File: src/pkg/mies_pkg.sv
package mies_pkg;
  // instruction word layout
  localparam int INSN_W      = 14;
  localparam int FADDR_W     = 7;
  localparam int DEST_BIT    = 7;
  localparam int LIT_W       = 8;
  localparam int PC_W        = 13;
  localparam int STACK_DEPTH = 8;
  // byte and literal opcodes, bits 13:8
  localparam logic [5:0] OP_SUB_FILE  = 6'h02;
  localparam logic [5:0] OP_OR_FILE   = 6'h04;
  localparam logic [5:0] OP_XOR_FILE  = 6'h06;
  localparam logic [5:0] OP_COPY_FILE = 6'h08;
  localparam logic [5:0] OP_INC_FILE  = 6'h0A;
  localparam logic [5:0] OP_ROT_R     = 6'h0C;
  localparam logic [5:0] OP_ROT_L     = 6'h0D;
  localparam logic [5:0] OP_NIB_EXCH  = 6'h0E;
  localparam logic [5:0] OP_INC_SKIP  = 6'h0F;
  localparam logic [5:0] OP_OR_LIT    = 6'h38;
  localparam logic [5:0] OP_XOR_LIT   = 6'h3A;
  // literal opcode groups, bits 13:10
  localparam logic [3:0] OPG_LOAD_LIT = 4'hC;
  localparam logic [3:0] OPG_RET_LIT  = 4'hD;
  // bits 13:9 for literal minus accumulator
  localparam logic [4:0] OPG_LIT_SUB  = 5'h1E;
  // full-word control encodings
  localparam logic [13:0] CW_RETURN     = 14'h0008;
  localparam logic [13:0] CW_IRQ_RETURN = 14'h0009;
  localparam logic [13:0] CW_OPTION     = 14'h0062;
  localparam logic [13:0] CW_SLEEP      = 14'h0063;
  localparam logic [13:0] CW_DIR_BASE   = 14'h0060;
  localparam logic [13:0] CW_DIR_MASK   = 14'h3FF8;
  localparam logic [13:0] CW_NOP_MASK   = 14'h3F9F;
  localparam logic [13:0] CW_STORE_MASK = 14'h3F80;
  localparam logic [13:0] CW_STORE_VAL  = 14'h0080;
  localparam logic [2:0]  DIR_PORT_A    = 3'h5;
  localparam logic [2:0]  DIR_PORT_B    = 3'h6;
  localparam int          GIE_BIT       = 7;
  // reset values
  localparam logic [7:0]  RST_OPTION    = 8'hFF;
  localparam logic [7:0]  RST_DIR       = 8'hFF;
  localparam logic [7:0]  RST_ACC       = 8'h00;
  localparam logic [7:0]  RST_STATUS    = 8'h18;
  // wishbone register map (byte addresses)
  localparam logic [7:0] REG_ACC    = 8'h00;
  localparam logic [7:0] REG_STATUS = 8'h04;
  localparam logic [7:0] REG_PC     = 8'h08;
  localparam logic [7:0] REG_OPTION = 8'h0C;
  localparam logic [7:0] REG_DIR_A  = 8'h10;
  localparam logic [7:0] REG_DIR_B  = 8'h14;
  localparam logic [7:0] REG_IRQC   = 8'h18;
  localparam logic [7:0] REG_CTRL   = 8'h1C;
  // status bit positions inside the status register
  localparam int ST_C   = 0;
  localparam int ST_DC  = 1;
  localparam int ST_Z   = 2;
  localparam int ST_PD  = 3;
  localparam int ST_TO  = 4;
  localparam int ST_SLP = 5;
endpackage : mies_pkg

File: src/core/mies_core.sv
// Our own choices: the placing of the registers and the Wishbone register port.
`timescale 1ns/1ps
module mies_core
  import mies_pkg::*;
#(
  parameter int DEPTH = STACK_DEPTH
) (
  input  wire logic          clk_i,
  input  wire logic          rst_i,
  // instruction stream: one word offered per cycle with valid
  input  wire logic [13:0]   insn_i,
  input  wire logic          insn_valid_i,
  output logic               insn_ready_o,
  // file register port (data returned in the same cycle)
  output logic      [6:0]    faddr_o,
  input  wire logic [7:0]    frdata_i,
  output logic               fwe_o,
  output logic      [7:0]    fwdata_o,
  // side effects toward the rest of the core
  output logic      [PC_W-1:0] pc_o,
  output logic               wdt_clear_o,
  output logic               sleep_o,
  output logic      [7:0]    option_o,
  output logic      [7:0]    dir_a_o,
  output logic      [7:0]    dir_b_o,
  output logic               irq_enable_o,
  // wishbone classic slave
  input  wire logic          wb_cyc_i,
  input  wire logic          wb_stb_i,
  input  wire logic          wb_we_i,
  input  wire logic [7:0]    wb_adr_i,
  input  wire logic [3:0]    wb_sel_i,
  input  wire logic [31:0]   wb_dat_i,
  output logic      [31:0]   wb_dat_o,
  output logic               wb_ack_o
);
  typedef enum logic [1:0] {MIES_RUN, MIES_FLUSH, MIES_SLEEP} mies_state_t;

  mies_state_t       state_r;
  logic [7:0]        acc_r;
  logic [7:0]        status_r;
  logic [PC_W-1:0]   pc_r;
  logic [7:0]        option_r;
  logic [7:0]        dir_a_r;
  logic [7:0]        dir_b_r;
  logic [7:0]        irqc_r;
  logic [1:0]        push_r;
  logic [PC_W-1:0]   push_addr_r;
  logic              wdt_clr_r;
  logic              ack_r;
  logic [31:0]       rdat_r;
  logic [7:0]        res;
  logic              wr_c, wr_dc, wr_z, c_new, dc_new;
  logic [PC_W-1:0]   head;
  logic              exec;
  logic              dest_file;
  logic              is_byte, is_store, is_opt, is_sleep, is_dir;
  logic              is_ret, is_iret, is_retl, is_skip, is_lit;
  logic              pops;
  logic              wb_hit;

  mies_alu u_alu (
    .insn_i  (insn_i),
    .acc_i   (acc_r),
    .fval_i  (frdata_i),
    .carry_i (status_r[ST_C]),
    .res_o   (res),
    .wr_c_o  (wr_c),
    .wr_dc_o (wr_dc),
    .wr_z_o  (wr_z),
    .c_o     (c_new),
    .dc_o    (dc_new)
  );

  mies_stack #(.DEPTH(DEPTH), .AW(PC_W)) u_stack (
    .clk_i       (clk_i),
    .rst_i       (rst_i),
    .push_i      (push_r[0]),
    .push_addr_i (push_addr_r),
    .pop_i       (pops),
    .head_o      (head)
  );

  // decode of the word now at the execute stage
  assign exec      = insn_valid_i && state_r == MIES_RUN;
  // only the covered opcodes: other words of the set just step the counter
  assign is_lit    = insn_i[13:10] == OPG_LOAD_LIT || insn_i[13:10] == OPG_RET_LIT
                     || insn_i[13:9] == OPG_LIT_SUB || insn_i[13:8] == OP_OR_LIT
                     || insn_i[13:8] == OP_XOR_LIT;
  assign is_byte   = insn_i[13:8] inside {OP_SUB_FILE, OP_OR_FILE, OP_XOR_FILE, OP_COPY_FILE,
                     OP_INC_FILE, OP_ROT_R, OP_ROT_L, OP_NIB_EXCH, OP_INC_SKIP};
  assign is_store  = (insn_i & CW_STORE_MASK) == CW_STORE_VAL;
  assign is_opt    = insn_i == CW_OPTION;
  assign is_sleep  = insn_i == CW_SLEEP;
  assign is_dir    = (insn_i & CW_DIR_MASK) == CW_DIR_BASE && !is_opt && !is_sleep
                     && (insn_i[2:0] == DIR_PORT_A || insn_i[2:0] == DIR_PORT_B);
  assign is_ret    = insn_i == CW_RETURN;
  assign is_iret   = insn_i == CW_IRQ_RETURN;
  assign is_retl   = insn_i[13:10] == OPG_RET_LIT;
  assign is_skip   = insn_i[13:8] == OP_INC_SKIP;
  assign dest_file = insn_i[DEST_BIT];
  assign pops      = exec && (is_ret || is_iret || is_retl);

  // file port: address from low seven bits, write back when destination is file
  assign faddr_o  = insn_i[FADDR_W-1:0];
  assign fwe_o    = exec && ((is_byte && dest_file) || is_store);
  assign fwdata_o = is_store ? acc_r : res;
  assign insn_ready_o = state_r != MIES_SLEEP;

  // sequencing: a skip whose result is zero or a return costs one extra flushed cycle
  always_ff @(posedge clk_i) begin
    if (rst_i) begin
      state_r <= MIES_RUN;
    end else begin
      case (state_r)
        MIES_RUN: begin
          if (exec && is_skip && res == 8'h00) begin
            state_r <= MIES_FLUSH;
          end else if (pops) begin
            state_r <= MIES_FLUSH;
          end else if (exec && is_sleep) begin
            state_r <= MIES_SLEEP;
          end
        end
        MIES_FLUSH: state_r <= MIES_RUN;
        MIES_SLEEP: begin
          if (push_r[1]) state_r <= MIES_RUN; // software wake
        end
        default: state_r <= MIES_RUN;
      endcase
    end
  end

  // program counter: advance per word, reload from stack head on return
  always_ff @(posedge clk_i) begin
    if (rst_i) begin
      pc_r <= '0;
    end else if (pops) begin
      pc_r <= head;
    end else if (exec || state_r == MIES_FLUSH) begin
      pc_r <= pc_r + 1'b1;
    end
  end

  // accumulator: byte results with destination 0 and literal results
  always_ff @(posedge clk_i) begin
    if (rst_i) begin
      acc_r <= RST_ACC;
    end else if (wb_hit && wb_we_i && wb_adr_i == REG_ACC && wb_sel_i[0]) begin
      acc_r <= wb_dat_i[7:0];
    end else if (exec && is_byte && !dest_file) begin
      acc_r <= res;
    end else if (exec && is_lit) begin
      acc_r <= res;
    end
  end

  // status flags: only those the operation names are touched
  always_ff @(posedge clk_i) begin
    if (rst_i) begin
      status_r <= RST_STATUS;
    end else if (wb_hit && wb_we_i && wb_adr_i == REG_STATUS && wb_sel_i[0]) begin
      status_r <= wb_dat_i[7:0];
    end else if (exec && is_sleep) begin
      status_r[ST_PD] <= 1'b0;
      status_r[ST_TO] <= 1'b1;
    end else if (exec && (is_byte || is_lit)) begin
      if (wr_c)  status_r[ST_C]  <= c_new;
      if (wr_dc) status_r[ST_DC] <= dc_new;
      if (wr_z)  status_r[ST_Z]  <= res == 8'h00;
    end
  end

  // legacy loads of option and direction registers; 1 means input
  always_ff @(posedge clk_i) begin
    if (rst_i) begin
      option_r <= RST_OPTION;
      dir_a_r  <= RST_DIR;
      dir_b_r  <= RST_DIR;
    end else if (exec && is_opt) begin
      option_r <= acc_r;
    end else if (exec && is_dir) begin
      if (insn_i[2:0] == DIR_PORT_A) dir_a_r <= acc_r;
      else dir_b_r <= acc_r;
    end else if (wb_hit && wb_we_i && wb_sel_i[0]) begin
      if (wb_adr_i == REG_OPTION) option_r <= wb_dat_i[7:0];
      if (wb_adr_i == REG_DIR_A) dir_a_r <= wb_dat_i[7:0];
      if (wb_adr_i == REG_DIR_B) dir_b_r <= wb_dat_i[7:0];
    end
  end

  // interrupt control: irq-return sets the global enable, software wins otherwise
  always_ff @(posedge clk_i) begin
    if (rst_i) begin
      irqc_r <= 8'h00;
    end else if (exec && is_iret) begin
      irqc_r[GIE_BIT] <= 1'b1;
    end else if (wb_hit && wb_we_i && wb_adr_i == REG_IRQC && wb_sel_i[0]) begin
      irqc_r <= wb_dat_i[7:0];
    end
  end

  // watchdog clear pulse on sleep; the counter itself lives elsewhere
  always_ff @(posedge clk_i) begin
    if (rst_i) wdt_clr_r <= 1'b0;
    else wdt_clr_r <= exec && is_sleep;
  end

  // control writes: bit0 pushes data onto the stack, bit1 wakes from sleep
  // the address is latched so the master may drop its data once ack is seen
  always_ff @(posedge clk_i) begin
    if (rst_i) begin
      push_r      <= 2'h0;
      push_addr_r <= '0;
    end else if (wb_hit && wb_we_i && wb_adr_i == REG_CTRL && wb_sel_i[0]) begin
      push_r      <= wb_dat_i[1:0];
      push_addr_r <= wb_dat_i[PC_W-1:0];
    end else begin
      push_r <= 2'h0;
    end
  end

  // wishbone: one-cycle registered ack, unmapped reads give zero
  assign wb_hit = wb_cyc_i && wb_stb_i && !ack_r;
  always_ff @(posedge clk_i) begin
    if (rst_i) begin
      ack_r  <= 1'b0;
      rdat_r <= 32'h0000_0000;
    end else begin
      ack_r <= wb_hit;
      case (wb_adr_i)
        REG_ACC:    rdat_r <= {24'h000000, acc_r};
        REG_STATUS: rdat_r <= {24'h000000, status_r[7:6], state_r == MIES_SLEEP,
                               status_r[4:0]};
        REG_PC:     rdat_r <= {{(32-PC_W){1'b0}}, pc_r};
        REG_OPTION: rdat_r <= {24'h000000, option_r};
        REG_DIR_A:  rdat_r <= {24'h000000, dir_a_r};
        REG_DIR_B:  rdat_r <= {24'h000000, dir_b_r};
        REG_IRQC:   rdat_r <= {24'h000000, irqc_r};
        default:    rdat_r <= 32'h0000_0000;
      endcase
    end
  end

  assign wb_ack_o     = ack_r;
  assign wb_dat_o     = rdat_r;
  assign pc_o         = pc_r;
  assign wdt_clear_o  = wdt_clr_r;
  assign sleep_o      = state_r == MIES_SLEEP;
  assign option_o     = option_r;
  assign dir_a_o      = dir_a_r;
  assign dir_b_o      = dir_b_r;
  assign irq_enable_o = irqc_r[GIE_BIT];
endmodule : mies_core

File: src/core/mies_alu.sv
`timescale 1ns/1ps
// combinational datapath: result and flag effects of one byte or literal operation
module mies_alu
  import mies_pkg::*;
(
  input  wire logic [13:0] insn_i,
  input  wire logic [7:0]  acc_i,
  input  wire logic [7:0]  fval_i,
  input  wire logic        carry_i,
  output logic      [7:0]  res_o,
  output logic             wr_c_o,
  output logic             wr_dc_o,
  output logic             wr_z_o,
  output logic             c_o,
  output logic             dc_o
);
  logic [7:0] lit;
  logic [8:0] sum;
  logic [4:0] nsum;

  // a - b as a + ~b + 1: carry high means no borrow
  function automatic logic [8:0] sub9(input logic [7:0] a, input logic [7:0] b);
    sub9 = {1'b0, a} + {1'b0, ~b} + 9'h001;
  endfunction : sub9

  function automatic logic [4:0] subn(input logic [3:0] a, input logic [3:0] b);
    subn = {1'b0, a} + {1'b0, ~b} + 5'h01;
  endfunction : subn

  assign lit = insn_i[LIT_W-1:0];

  // one decode per instruction class; unknown words leave everything unchanged
  always_comb begin
    res_o   = fval_i;
    wr_c_o  = 1'b0;
    wr_dc_o = 1'b0;
    wr_z_o  = 1'b0;
    c_o     = carry_i;
    dc_o    = 1'b0;
    sum     = 9'h000;
    nsum    = 5'h00;
    if (insn_i[13:9] == OPG_LIT_SUB) begin
      sum = sub9(lit, acc_i);
      nsum = subn(lit[3:0], acc_i[3:0]);
      res_o = sum[7:0];
      c_o = sum[8];
      dc_o = nsum[4];
      {wr_c_o, wr_dc_o, wr_z_o} = 3'h7;
    end else if (insn_i[13:10] == OPG_LOAD_LIT || insn_i[13:10] == OPG_RET_LIT) begin
      res_o = lit;
    end else begin
      case (insn_i[13:8])
        OP_OR_LIT: begin
          res_o = acc_i | lit;
          wr_z_o = 1'b1;
        end
        OP_XOR_LIT: begin
          res_o = acc_i ^ lit;
          wr_z_o = 1'b1;
        end
        OP_OR_FILE: begin
          res_o = acc_i | fval_i;
          wr_z_o = 1'b1;
        end
        OP_XOR_FILE: begin
          res_o = acc_i ^ fval_i;
          wr_z_o = 1'b1;
        end
        OP_COPY_FILE: begin
          res_o = fval_i;
          wr_z_o = 1'b1;
        end
        OP_INC_FILE: begin
          sum = {1'b0, fval_i} + 9'h001;
          nsum = {1'b0, fval_i[3:0]} + 5'h01;
          res_o = sum[7:0];
          c_o = sum[8];
          dc_o = nsum[4];
          {wr_c_o, wr_dc_o, wr_z_o} = 3'h7;
        end
        OP_INC_SKIP: begin
          res_o = fval_i + 8'h01;
        end
        OP_SUB_FILE: begin
          sum = sub9(fval_i, acc_i);
          nsum = subn(fval_i[3:0], acc_i[3:0]);
          res_o = sum[7:0];
          c_o = sum[8];
          dc_o = nsum[4];
          {wr_c_o, wr_dc_o, wr_z_o} = 3'h7;
        end
        OP_ROT_L: begin
          res_o = {fval_i[6:0], carry_i};
          c_o = fval_i[7];
          wr_c_o = 1'b1;
        end
        OP_ROT_R: begin
          res_o = {carry_i, fval_i[7:1]};
          c_o = fval_i[0];
          wr_c_o = 1'b1;
        end
        OP_NIB_EXCH: begin
          res_o = {fval_i[3:0], fval_i[7:4]};
        end
        default: begin
          res_o = fval_i;
        end
      endcase
    end
  end
endmodule : mies_alu

File: src/core/mies_stack.sv
`timescale 1ns/1ps
// circular return stack; overflow silently wraps like the original core
module mies_stack
  import mies_pkg::*;
#(
  parameter int DEPTH = STACK_DEPTH,
  parameter int AW    = PC_W
) (
  input  wire logic          clk_i,
  input  wire logic          rst_i,
  input  wire logic          push_i,
  input  wire logic [AW-1:0] push_addr_i,
  input  wire logic          pop_i,
  output logic      [AW-1:0] head_o
);
  logic [AW-1:0]            mem_r [DEPTH];
  logic [$clog2(DEPTH)-1:0] ptr_r;

  // pointer names the next free slot; head is the slot below it
  always_ff @(posedge clk_i) begin
    if (rst_i) begin
      ptr_r <= '0;
    end else if (push_i && pop_i) begin
      mem_r[ptr_r - 1'b1] <= push_addr_i; // pop and push together replace the head
    end else if (push_i) begin
      mem_r[ptr_r] <= push_addr_i;
      ptr_r <= ptr_r + 1'b1;
    end else if (pop_i) begin
      ptr_r <= ptr_r - 1'b1;
    end
  end

  assign head_o = mem_r[ptr_r - 1'b1];
endmodule : mies_stack

File: config.mk
export PLATFORM = sky130hd
export DESIGN_NAME = mies_core
export DESIGN_NICKNAME = d
export VERILOG_FILES = /design/src/pkg/mies_pkg.sv /design/src/core/mies_core.sv /design/src/core/mies_alu.sv /design/src/core/mies_stack.sv
export SDC_FILE = /design/constraint.sdc
export NUM_CORES = 1
export LEC_CHECK = 0
export ABC_AREA = 1
export ABC_CLOCK_PERIOD_IN_PS = 4000
export BUFFER_PORTS_ARGS = -buffer_cell sky130_fd_sc_hd__buf_2
export CAP_MARGIN = 20
export CELL_PAD_IN_SITES_DETAIL_PLACEMENT = 1
export CELL_PAD_IN_SITES_GLOBAL_PLACEMENT = 2
export CORE_ASPECT_RATIO = 1.2
export CORE_MARGIN = 2
export CORE_UTILIZATION = 34
export CTS_CLUSTER_DIAMETER = 50
export DETAILED_ROUTE_END_ITERATION = 8
export PLACE_DENSITY = 0.9
export SYNTH_ARGS = -nofsm -noshare
export SYNTH_HDL_FRONTEND = slang
export SYNTH_SLANG_ARGS = --single-unit
File: constraint.sdc
create_clock -name clk_i -period 4 [get_ports clk_i]
set_clock_uncertainty 0.15 [all_clocks]
set_input_delay 0.8 -clock clk_i [delete_from_list [all_inputs] [get_ports clk_i]]
set_output_delay 0.8 -clock clk_i [all_outputs]
set_load 0.005 [all_outputs]
After elaboration in Yosys (flattened, before gate mapping)
Memory sizes are Yosys's and may differ from the RTL's. Index checks and enable logic that the tools add are counted.

Word-level logic and storage cells: 222. Output and inout port bits: 90. Register bits after elaboration: 115. Memories: 1. Memory bits (writable): 104.

Memories: u_stack.mem_r (depth 8, bits a word 13, rd ports 1, clocked after Yosys merged registers in 0, write ports 1, RTL line mies_stack.sv:16) `logic [AW-1:0] mem_r [DEPTH];`.

Bitwise operators: 10. Multiplexer cells: 62. Reductions and logical operators: 77. Equality and inequality tests: 39. Add/sub/neg operators: 14.

Operators by type and width (count): $mux 8 (19); $pmux 13 s7 (1); $pmux 8 s10 (1); $mux 13 (3); $eq 6x4->1 const B (6); $eq 8x5->1 const B (4); $logic_and 1x1->1 (30); $eq 14x4->1 const B (2); $eq 14x7->1 const B (2); $reduce_bool 2->1 (13); $mux 1 (25); $add 8x8->9 (2); $add 9x1->9 const B (2); $eq 8x4->1 const B (2); $logic_not 8->1 (2); $or 8x8->8 (2); $xor 8x8->8 (2); $mux 3 (5); $add 13x1->13 const B (1); $reduce_or 13->1 (1); $eq 6x3->1 const B (2); $eq 6x6->1 const B (2); $eq 11x4->1 const B (1); $add 4x4->5 (2); other kinds (39) (70).

Logic depth before layout (Yosys ltp)
Gate-level depths: netlist of the first run.

Depth in word-level cells: 11. Mapped depth: 19. Depth with buffers taken out: 19.

Hierarchy
Synthesis of the first run repeated with hierarchy kept, for this count alone.

Cells, all modules: 1723. Area, all modules: 12154.2 um^2.

By module, submodules not included: mies_core (instances 1, cells each 808, area each 5183.7 um^2); mies_stack (instances 1, cells each 515, area each 4895.9 um^2); mies_alu (instances 1, cells each 400, area each 2074.5 um^2).

Worst setup path before layout of the first run
Ideal clock, no wire load.

Kind: input to register. From: input port insn_i[9]. To: memory u_stack.mem_r[2][0] (netlist bit), enable pin. Data arrival time: 2.986 ns. Stages on the path: 12. Required time: 3.468 ns. Buffers on the path: 1. Slack: 0.482 ns. Path through: nor2_2 -> inv_1 -> nor2_2 -> nand4_1 -> o22ai_1 -> nand2_1 -> clkbuf_1 -> ha_1 -> nand2_1 -> xor2_1 -> nand2_1 -> nor2_1.

Word-level cells in the longest chain between the ends: 10. Elaborated cells between the ends (all ways): 15. Those cells by class: eq/ne: 2; mux: 8; reduce/logical: 5.

RTL lines: from (decl) (RTL line mies_core.sv:11) `input wire logic [13:0] insn_i,`; $eq 14x4->1, on equally long branches (RTL line mies_core.sv:97, mies_core.sv:98); $logic_or 1x1->1 * (2 in series) (RTL line mies_core.sv:102) `assign pops = exec && (is_ret || is_iret || is_retl);`; $logic_and 1x1->1 * (RTL line mies_core.sv:102); $logic_and 1x1->1 * (RTL line mies_stack.sv:23) `end else if (push_i && pop_i) begin`; $mux 1 (RTL line mies_stack.sv:23); $mux 1 (RTL line mies_stack.sv:21) `if (rst_i) begin`; $mux 1 (not written as such) (RTL line mies_stack.sv:26) `mem_r[ptr_r] <= push_addr_i;`; $reduce_or 13->1 (no source line); $mux 3 (no source line) or $mux 1 (tied branches); to (decl) (RTL line mies_stack.sv:16).

Every way passes the cells marked *; elsewhere a longest branch is shown, timed or not.

Worst setup path in the final report of the first run
From: register acc_r[4]. To: output port fwdata_o[7].

Word-level cells in the longest chain between the ends: 7. Elaborated cells between the ends (all ways): 9. Those cells by class: add/sub: 4; mux: 4; bitwise: 1.

RTL lines: from (decl) (RTL line mies_core.sv:40) `logic [7:0] acc_r;`; from (signal assigned) (RTL line mies_core.sv:150) `acc_r <= wb_dat_i[7:0];`; from (signal assigned) (RTL line mies_core.sv:152) `acc_r <= res;`; from (signal assigned) (RTL line mies_core.sv:154) `acc_r <= res;`; $not 8->8 * (RTL line mies_alu.sv:23) `sub9 = {1'b0, a} + {1'b0, ~b} + 9'h001;`; $add 8x8->9 (RTL line mies_alu.sv:23); $add 9x1->9 (RTL line mies_alu.sv:23); $pmux 8 s10 (RTL line mies_alu.sv:52) `case (insn_i[13:8])`; $mux 8 (RTL line mies_alu.sv:49) `end else if (insn_i[13:10] == OPG_LOAD_LIT || insn_i[13:10] == OPG_RET_LIT) begin`; $mux 8 * (RTL line mies_alu.sv:42) `if (insn_i[13:9] == OPG_LIT_SUB) begin`; $mux 8 * (RTL line mies_core.sv:107) `assign fwdata_o = is_store ? acc_r : res;`; to (decl) (RTL line mies_core.sv:18) `output logic [7:0] fwdata_o,`.

Marked as above.

==> impl_metrics.csv, run 1 <==
group,metric,value,unit
route,vias,10400,
placed_design,gp_congestion,0.940,
worst_setup_path,cp-start-kind,"flop",
synthesis,yosysTopAreaCell,"edfxtp_1",
finish,ff_latch_area,5030,um2
die,ios,162,
finish,num-fill-cells,3817,
die,die_h,200,um
sta,setup_viol,0,
die,start_util,34.6,%
worst_setup_path,r2r_setup_slack,1.15,ns
worst_setup_path,critPathLaunch,"acc_r[4]$_SDFFE_PP0P_",
synthesis,ys_ff_latch,199,
route,avgRoutedWirePerCell,21.1,um
clock_network,clockBufferDepth,2,
synthesis,synth_common_cells,"217 x nand2_1, 173 x nor2_1, 148 x o21ai_0",
placed_design,port_buffers,120,
grt,grt_max_degree,57,
clock_network,clkSlewWorstSetupHoldPaths,0.08,ns
synthesis,async_reset_ff_share,0,%
finish,area_delta_synth_final,16.9,%
worst_setup_path,r2r-end,"state_r[0]$_SDFFE_PP0P_",
die,die_area,33300,um2
worst_setup_path,crit_cells,12,
grt,grt_pass1_wl,61100,um
synthesis,synth_area,10800,um2
finish,drive_gt1_share,17.7,%
synthesis,yosys_warnings,0,
clock_network,clock_sinks,199,
synthesis,syn_inst,1357,
finish,multiInputGateArea,4970,um2
synthesis,syn_area_per_cell,7.99,um2
die,die_w,167,um
synthesis,yosysMostFrequentCell,"nand2_1",
die,row_count,71,
power,leakagePower,5.33,nW
worst_setup_path,critPathBufInv,2,
worst_setup_path,reg2reg_from,"acc_r[0]$_SDFFE_PP0P_",
grt,grt_pass1_vias,10400,
sta,hold_viol,0,
synthesis,synth-edff-count,104,
route,wl,40400,um
clock_network,h-tree-depth,4,
synthesis,yosysSeqAreaShare,46.3,%
worst_setup_path,crit_type,"flop to output pin",
clock_network,numCtsBuffers,17,
finish,finalNetCount,1597,
worst_setup_path,slowest_stage,"dfxtp_1",
worst_setup_path,end_kind,"output pin",
hold_path,min_path_type,"flop to flop",
worst_setup_path,cp_cell_sequence,"inv_1, ha_1, a21oi_1, o21a_1, nand3_1, nand3_1, nand4_1, nand2_1, nand3_1, nand2_1, o21ai_0, buf_2",
clock_network,clkLatencyLatePin,0.44,ns
grt,grt.overflow.total,0,
worst_setup_path,cp_top_family,"simple AND/OR/NAND/NOR gates",
synthesis,synthFlopType,"edfxtp_1",
route,drc_errors,0,
sta,relSlewSlack,50.6,%
sta,fmax,259,MHz
worst_setup_path,crit_path_max_fanout,6,
finish,insertedDiodeCount,0,
worst_setup_path,crit_top_cell,"nand3_1",
worst_setup_path,crit_path_end,"fwdata_o[7]",
route,drt_iter0_drc,717,
outcome,status,"finished, final reports clean",
placed_design,post_dp_cell_area,12100,um2
job,maxCapViolCount,0,
worst_setup_path,arrival,2.91,ns
power,powerDensity,342,nW/um2
synthesis,synth_top_cells_by_area,"edfxtp_1 29%, dfxtp_1 18%, nand2_1 7.5%",
finish,fin_area,12700,um2
die,core,31400,um2
sta,setup_tns,0,ns
power,ir_drop,336,uV
worst_setup_path,cp.required,3.05,ns
sta,worstMarginPinSlew,0.739,ns
sta,slew_violations,0,
grt,grt_usage,24.0,%
synthesis,yosys.area.top_type_share,28.8,%
route,post_drt_via_cell_ratio,5.43,
sta,period_needed,3.86,ns
sta,grt_setup_unrepaired,"false",
placed_design,dpl.hpwl,29900,um
clock_network,cts-root-buf,"clkbuf_16",
route,dr.pass1.iters,5,
grt,antenna_found_initial,0,
synthesis,ys_types,51,
worst_setup_path,r2r_cells,15,
route,ant_nets,0,
worst_setup_path,max_stage_delay,0.50,ns
clock_network,cts_tree,"yes",
sta,fin_crit_sh,96.4,%
## how the worst min path moves through the flow
stage | startpoint | end | slack, ns | cells after the start
after floorplan | irqc_r[4]$_SDFFE_PP0P_ | irqc_r[4]$_SDFFE_PP0P_ | 0.27 | 2
after global placement | wb_ack_o$_SDFF_PP0_ | wb_ack_o$_SDFF_PP0_ | 0.28 | 1
after detailed placement | wb_ack_o$_SDFF_PP0_ | wb_ack_o$_SDFF_PP0_ | 0.29 | 1
after CTS | wb_ack_o$_SDFF_PP0_ | wb_ack_o$_SDFF_PP0_ | 0.30 | 1
after global routing | irqc_r[0]$_SDFFE_PP0P_ | irqc_r[0]$_SDFFE_PP0P_ | 0.32 | 2
final | wb_ack_o$_SDFF_PP0_ | wb_ack_o$_SDFF_PP0_ | 0.30 | 1
## state kept, by name, indices dropped and copies added (netlist names)
name,cells
wb_ack_o,1
state_r,2
push_addr_r,13
dir_b_o,8
acc_r,8
dir_a_o,8
pc_o,13
u_stack.ptr_r,3
wdt_clear_o,1
irqc_r,8
wb_dat_o,13
option_o,8
push_r,2
u_stack.mem_r,104
status_r,7
## metal layers
layer  up-vias  track usage [%]  share of wire, %
met3        48             2.46               4.5
met2       319             43.9                51
met4         0             7.47               2.3
met5         -                0                 0
met1      5123             29.7                43
li1       4917                -                 -
## cells in the final DEF (no fill, tap or decap), drive strengths merged, types with 12 or more instances in the layout
| master | n |
|---|---|
| ha | 22 |
| nor2 | 188 |
| nor3 | 25 |
| inv | 146 |
| nand3 | 97 |
| dfxtp | 95 |
| conb | 19 |
| o22ai | 23 |
| o221ai | 14 |
| a21oi | 88 |
| a31oi | 14 |
| o21ai | 157 |
| a221oi | 13 |
| clkbuf | 17 |
| edfxtp | 104 |
| o211ai | 12 |
| nand2 | 222 |
| buf | 182 |
## logic make-up (layout without fill, tap and decap cells)
group	count (synthesis)	after routing	synth area share, %
AND/OR/NAND/NOR	555	555	22.3
AO/OA/AOI/OAI	339	339	18.0
buffers and inverters	217	356	8.58
flip-flops	199	199	46.3
adder cells (fa/ha/maj)	24	24	2.91
XOR/XNOR	14	14	1.13
multiplexers	8	8	0.738
other	1	19	0.0346
## report_power, final
part	leakage, nW	internal (mW)	switching, mW	total (mW)
sequential	1.82	2.14	0.0170	2.15
clock	0.272	0.822	0.831	1.65
combinational	3.24	0.168	0.355	0.523
## metrics by stage
stage	setup slack, ns	std cells	power, mW	utilization, %	hold slack (ns)
floorplan	0.482	1375	2.50	-	0.275
global placement	0.0446	1879	2.70	38.5	0.280
detailed placement	0.00989	1879	2.71	38.5	0.286
CTS	0.0853	1911	4.33	40.3	0.300
global route	0.0167	1915	4.49	40.4	0.323
finish	0.144	1915	4.33	40.4	0.296
## timing repair
item	CTS	global route
buffers inserted	0	4
hold buffers	0	0
endpoints found under the setup margin	1	2
gates resized for setup	1	7
## area by class of cell
type	instances	share of cell area [%]
clock inverter	15	1.07
sequential	199	39.7
multi-input combinational	959	39.2
timing repair buffer	182	8.51
inverter	142	4.26
tap	401	3.96
clock buffer	17	3.36
Power figures use the tool's default switching activity.
==> run 2: changes to the inputs <==
--- a/config.mk
+++ b/config.mk
@@ -6,17 +6,18 @@
 export NUM_CORES = 1
 export LEC_CHECK = 0
 export ABC_AREA = 1
-export ABC_CLOCK_PERIOD_IN_PS = 4000
+export ABC_CLOCK_PERIOD_IN_PS = 3430
 export BUFFER_PORTS_ARGS = -buffer_cell sky130_fd_sc_hd__buf_2
 export CAP_MARGIN = 20
 export CELL_PAD_IN_SITES_DETAIL_PLACEMENT = 1
 export CELL_PAD_IN_SITES_GLOBAL_PLACEMENT = 2
 export CORE_ASPECT_RATIO = 1.2
 export CORE_MARGIN = 2
-export CORE_UTILIZATION = 34
+export CORE_UTILIZATION = 30
 export CTS_CLUSTER_DIAMETER = 50
 export DETAILED_ROUTE_END_ITERATION = 8
-export PLACE_DENSITY = 0.9
+export PLACE_DENSITY_LB_ADDON = 0.08
 export SYNTH_ARGS = -nofsm -noshare
 export SYNTH_HDL_FRONTEND = slang
+export SYNTH_HIERARCHICAL = 1
 export SYNTH_SLANG_ARGS = --single-unit
==> constraint.sdc (replaced) <==
create_clock -name clk_i -period 3.43 [get_ports clk_i]
set_clock_uncertainty 0.15 [all_clocks]
set_input_delay 0.686 -clock clk_i [delete_from_list [all_inputs] [get_ports clk_i]]
set_output_delay 0.686 -clock clk_i [all_outputs]
set_load 0.005 [all_outputs]
==> run 2 against run 1 <==
Net effect: worst hold slack better by 0.0068 ns; final area rose by 17%; count of clock-buffer cells in the layout up 1; total power is 23% higher; non-clock buffer count increased by 66; largest power group unchanged.
==> impl_metrics.csv, run 2 <==
group,metric,value,unit
die,ios,162,
hold_path,holdPathStages,2,
synthesis,async_reset_ff_share,0,%
power,p_int,3.81,mW
synthesis,yosysMostFrequentCell,"nand2_1",
synthesis,syn_inst,1723,
power,p_clk_share,37.8,%
synthesis,yosysTopAreaCell,"edfxtp_1",
sta,worstMarginPinSlew,0.740,ns
die,core,39800,um2
placed_design,dpl.hpwl,34700,um
route,vias,11800,
sta,hold_viol,0,
synthesis,yosysSeqAreaShare,41.3,%
finish,ff_latch_area,5030,um2
grt,grt_max_degree,56,
synthesis,synth_common_cells,"526 x nand2_1, 240 x inv_1, 230 x nand3_1",
finish,utilization,37.2,%
finish,layout_commonest_cell,"nand2_1",
grt,grt_pass1_wl,69400,um
worst_setup_path,cp.required,2.59,ns
synthesis,synth_area,12200,um2
worst_setup_path,reg2reg_from,"acc_r[0]$_SDFFE_PP0P_",
placed_design,port_buffers,120,
finish,drive_gt1_share,20.8,%
finish,fin_area,14800,um2
hold_path,hp-start,"status_r[6]$_SDFFE_PP0P_",
die,row_count,80,
clock_network,clockBufferDepth,2,
power,pwr-share-seq,47.1,%
power,ir_drop,337,uV
die,start_util,30.5,%
clock_network,clkSlewWorstSetupHoldPaths,0.08,ns
worst_setup_path,slowest_stage,"dfxtp_4",
finish,finalNetCount,2034,
power,total_power,5.32,mW
sta,slew_violations,0,
job,maxCapViolCount,0,
worst_setup_path,r2r-end,"state_r[0]$_SDFFE_PP0P_",
placed_design,post_dp_cell_area,13800,um2
synthesis,synthFlopType,"edfxtp_1",
sta,fmax,292,MHz
outcome,status,"finished, final reports clean",
route,avgRoutedWirePerCell,18.2,um
worst_setup_path,cp_cell_sequence,"buf_6, ha_4, fa_2, nor2_4, o21a_1, nor2_2, o21ai_1, nand2_1, nand2_1, nand2_1, nand3_2, nand2_2, nand2_2, o21ai_2, buf_2",
worst_setup_path,crit_path_max_fanout,3,
power,p_comb_share,15.1,%
worst_setup_path,crit_top_cell,"nand2_1",
finish,regMostFlops,"u_stack/mem_r",
power,powerDensity,359,nW/um2
clock_network,clkLatencyLatePin,0.46,ns
hold_path,min_to,"status_r[6]$_SDFFE_PP0P_",
worst_setup_path,arrival,2.59,ns
worst_setup_path,end_kind,"output pin",
die,die_w,188,um
hold_path,min_path_type,"flop to flop",
grt,grt_pass1_vias,12200,
grt,grt_usage,21.6,%
worst_setup_path,cp-start-kind,"flop",
power,leakagePower,6.94,nW
finish,multiInputGateArea,5960,um2
route,drt_iter0_drc,482,
clock_network,h-tree-depth,4,
clock_network,holdBufCountCts,0,
route,ant_nets,0,
die,die_h,224,um
synthesis,ys_types,51,
clock_network,cts_tree,"yes",
sta,grt_setup_unrepaired,"true",
route,wl,45300,um
synthesis,yosys.area.top_type_share,25.7,%
route,post_drt_via_cell_ratio,4.77,
finish,num-fill-cells,5116,
worst_setup_path,r2r_cells,21,
finish,area_delta_synth_final,22.0,%
synthesis,synth_top_cells_by_area,"edfxtp_1 26%, nand2_1 16%, dfxtp_1 16%",
synthesis,syn_area_per_cell,7.05,um2
power,switching_power,1.51,mW
grt,antenna_found_initial,0,
sta,period_needed,3.43,ns
power,swShare,28.4,%
placed_design,gp_congestion,0.844,
worst_setup_path,critPathBufInv,2,
grt,grt.overflow.total,0,
clock_network,numCtsBuffers,17,
worst_setup_path,crit_type,"flop to output pin",
worst_setup_path,r2r_setup_slack,0.40,ns
sta,setup_tns,0,ns
synthesis,ys_ff_latch,199,
sta,setup_viol,0,
route,dr.pass1.iters,5,
synthesis,yosys_warnings,6,
worst_setup_path,max_stage_delay,0.37,ns
route,drc_errors,0,
sta,hold-worst-slack,0.303,ns
sta,fin_crit_sh,100,%
die,die_area,42100,um2
worst_setup_path,cp_top_family,"simple AND/OR/NAND/NOR gates",
finish,insertedDiodeCount,0,
synthesis,synth-edff-count,104,
sta,relSlewSlack,50.6,%
clock_network,clock_sinks,199,
finish,largest_reg_flops,104,
finish,mostFrequentLayoutCells,"515 x nand2_1, 231 x inv_1, 226 x nand3_1",
clock_network,cts-root-buf,"clkbuf_16",
[run 2: changes by cell type after synthesis, moves of 30 or more]
| cell | delta |
|---|---|
| a21oi_1 | -30 |
| inv_1 | +108 |
| nand2_1 | +309 |
| nand3_1 | +138 |
| nor2_1 | -34 |
| o21ai_0 | -52 |
[run 2: routing by layer]
layer | track usage, % | up-vias | wire, um | part of all wire [%]
met2 | 41.5 | 135 | 24300 | 54
met3 | 2.14 | 32 | 931 | 2.1
met5 | 0 | - | 0 | 0
met1 | 25.6 | 5768 | 19400 | 43
met4 | 5.54 | 0 | 555 | 1.2
li1 | - | 5904 | - | -
[run 2: worst max path at each step]
stage	end	from	slack, ns	depth (start not counted)
after global placement	state_r[0]$_SDFFE_PP0P_	frdata_i[0]	-0.16	21
after global routing	fwdata_o[6]	acc_r[0]$_SDFFE_PP0P_	-0.19	15
after detailed placement	fwdata_o[2]	frdata_i[0]	-0.15	15
final	fwdata_o[6]	acc_r[0]$_SDFFE_PP0P_	0.0007	15
after CTS	fwdata_o[3]	acc_r[2]$_SDFFE_PP0P_	0.0007	14
after floorplan	u_stack/mem_r[5][0]$_DFFE_PP_	insn_i[10]	0.19	14
[run 2: cells by family after synthesis]
kind of cell    synth area share, %
xor+xnor                      0.144
other cells                  0.0309
simple gates                   36.0
compound gates                 7.94
fa+ha+maj                      2.70
flops                          41.3
buf+inv                        11.9
[run 2: power groups by stage]
| stage | registers, mW | logic, mW | clock network, mW |
|---|---|---|---|
| floorplan | 2.56 | 0.421 | 0 |
| global placement | 2.56 | 0.734 | 0 |
| detailed placement | 2.56 | 0.746 | 0 |
| CTS | 2.50 | 0.781 | 2.08 |
| global route | 2.51 | 0.900 | 2.14 |
| finish | 2.50 | 0.805 | 2.01 |
[run 2: final cells by class]
cell class,count,share of cell area [%]
multi-input combinational,1214,40.2
sequential,199,34.0
timing repair buffer,248,11.0
inverter,257,6.56
tap,533,4.50
clock buffer,18,2.90
clock inverter,14,0.928
[run 2: worst min-delay path: stages (launching register included)]
cell	delay (ns)
dfxtp_1	0.31
inv_1	0.05
a21oi_1	0.05
[run 2: per-stage QoR]
| stage | setup slack, ns | cells |
|---|---|---|
| 4_1_cts | 0.000657 | 2466 |
| 3_5_place_dp | -0.154 | 2432 |
| 3_3_place_gp | -0.157 | 2432 |
| 6_report | 0.000712 | 2483 |
| 5_1_grt | -0.192 | 2483 |
| 2_1_floorplan | 0.190 | 1741 |
[run 2: what timing repair did]
| action | CTS | global route |
|---|---|---|
| setup endpoints to repair | 6 | 8 |
| setup buffers | 2 | 17 |
| pin swaps | 8 | 22 |
| resized for setup | 42 | 33 |
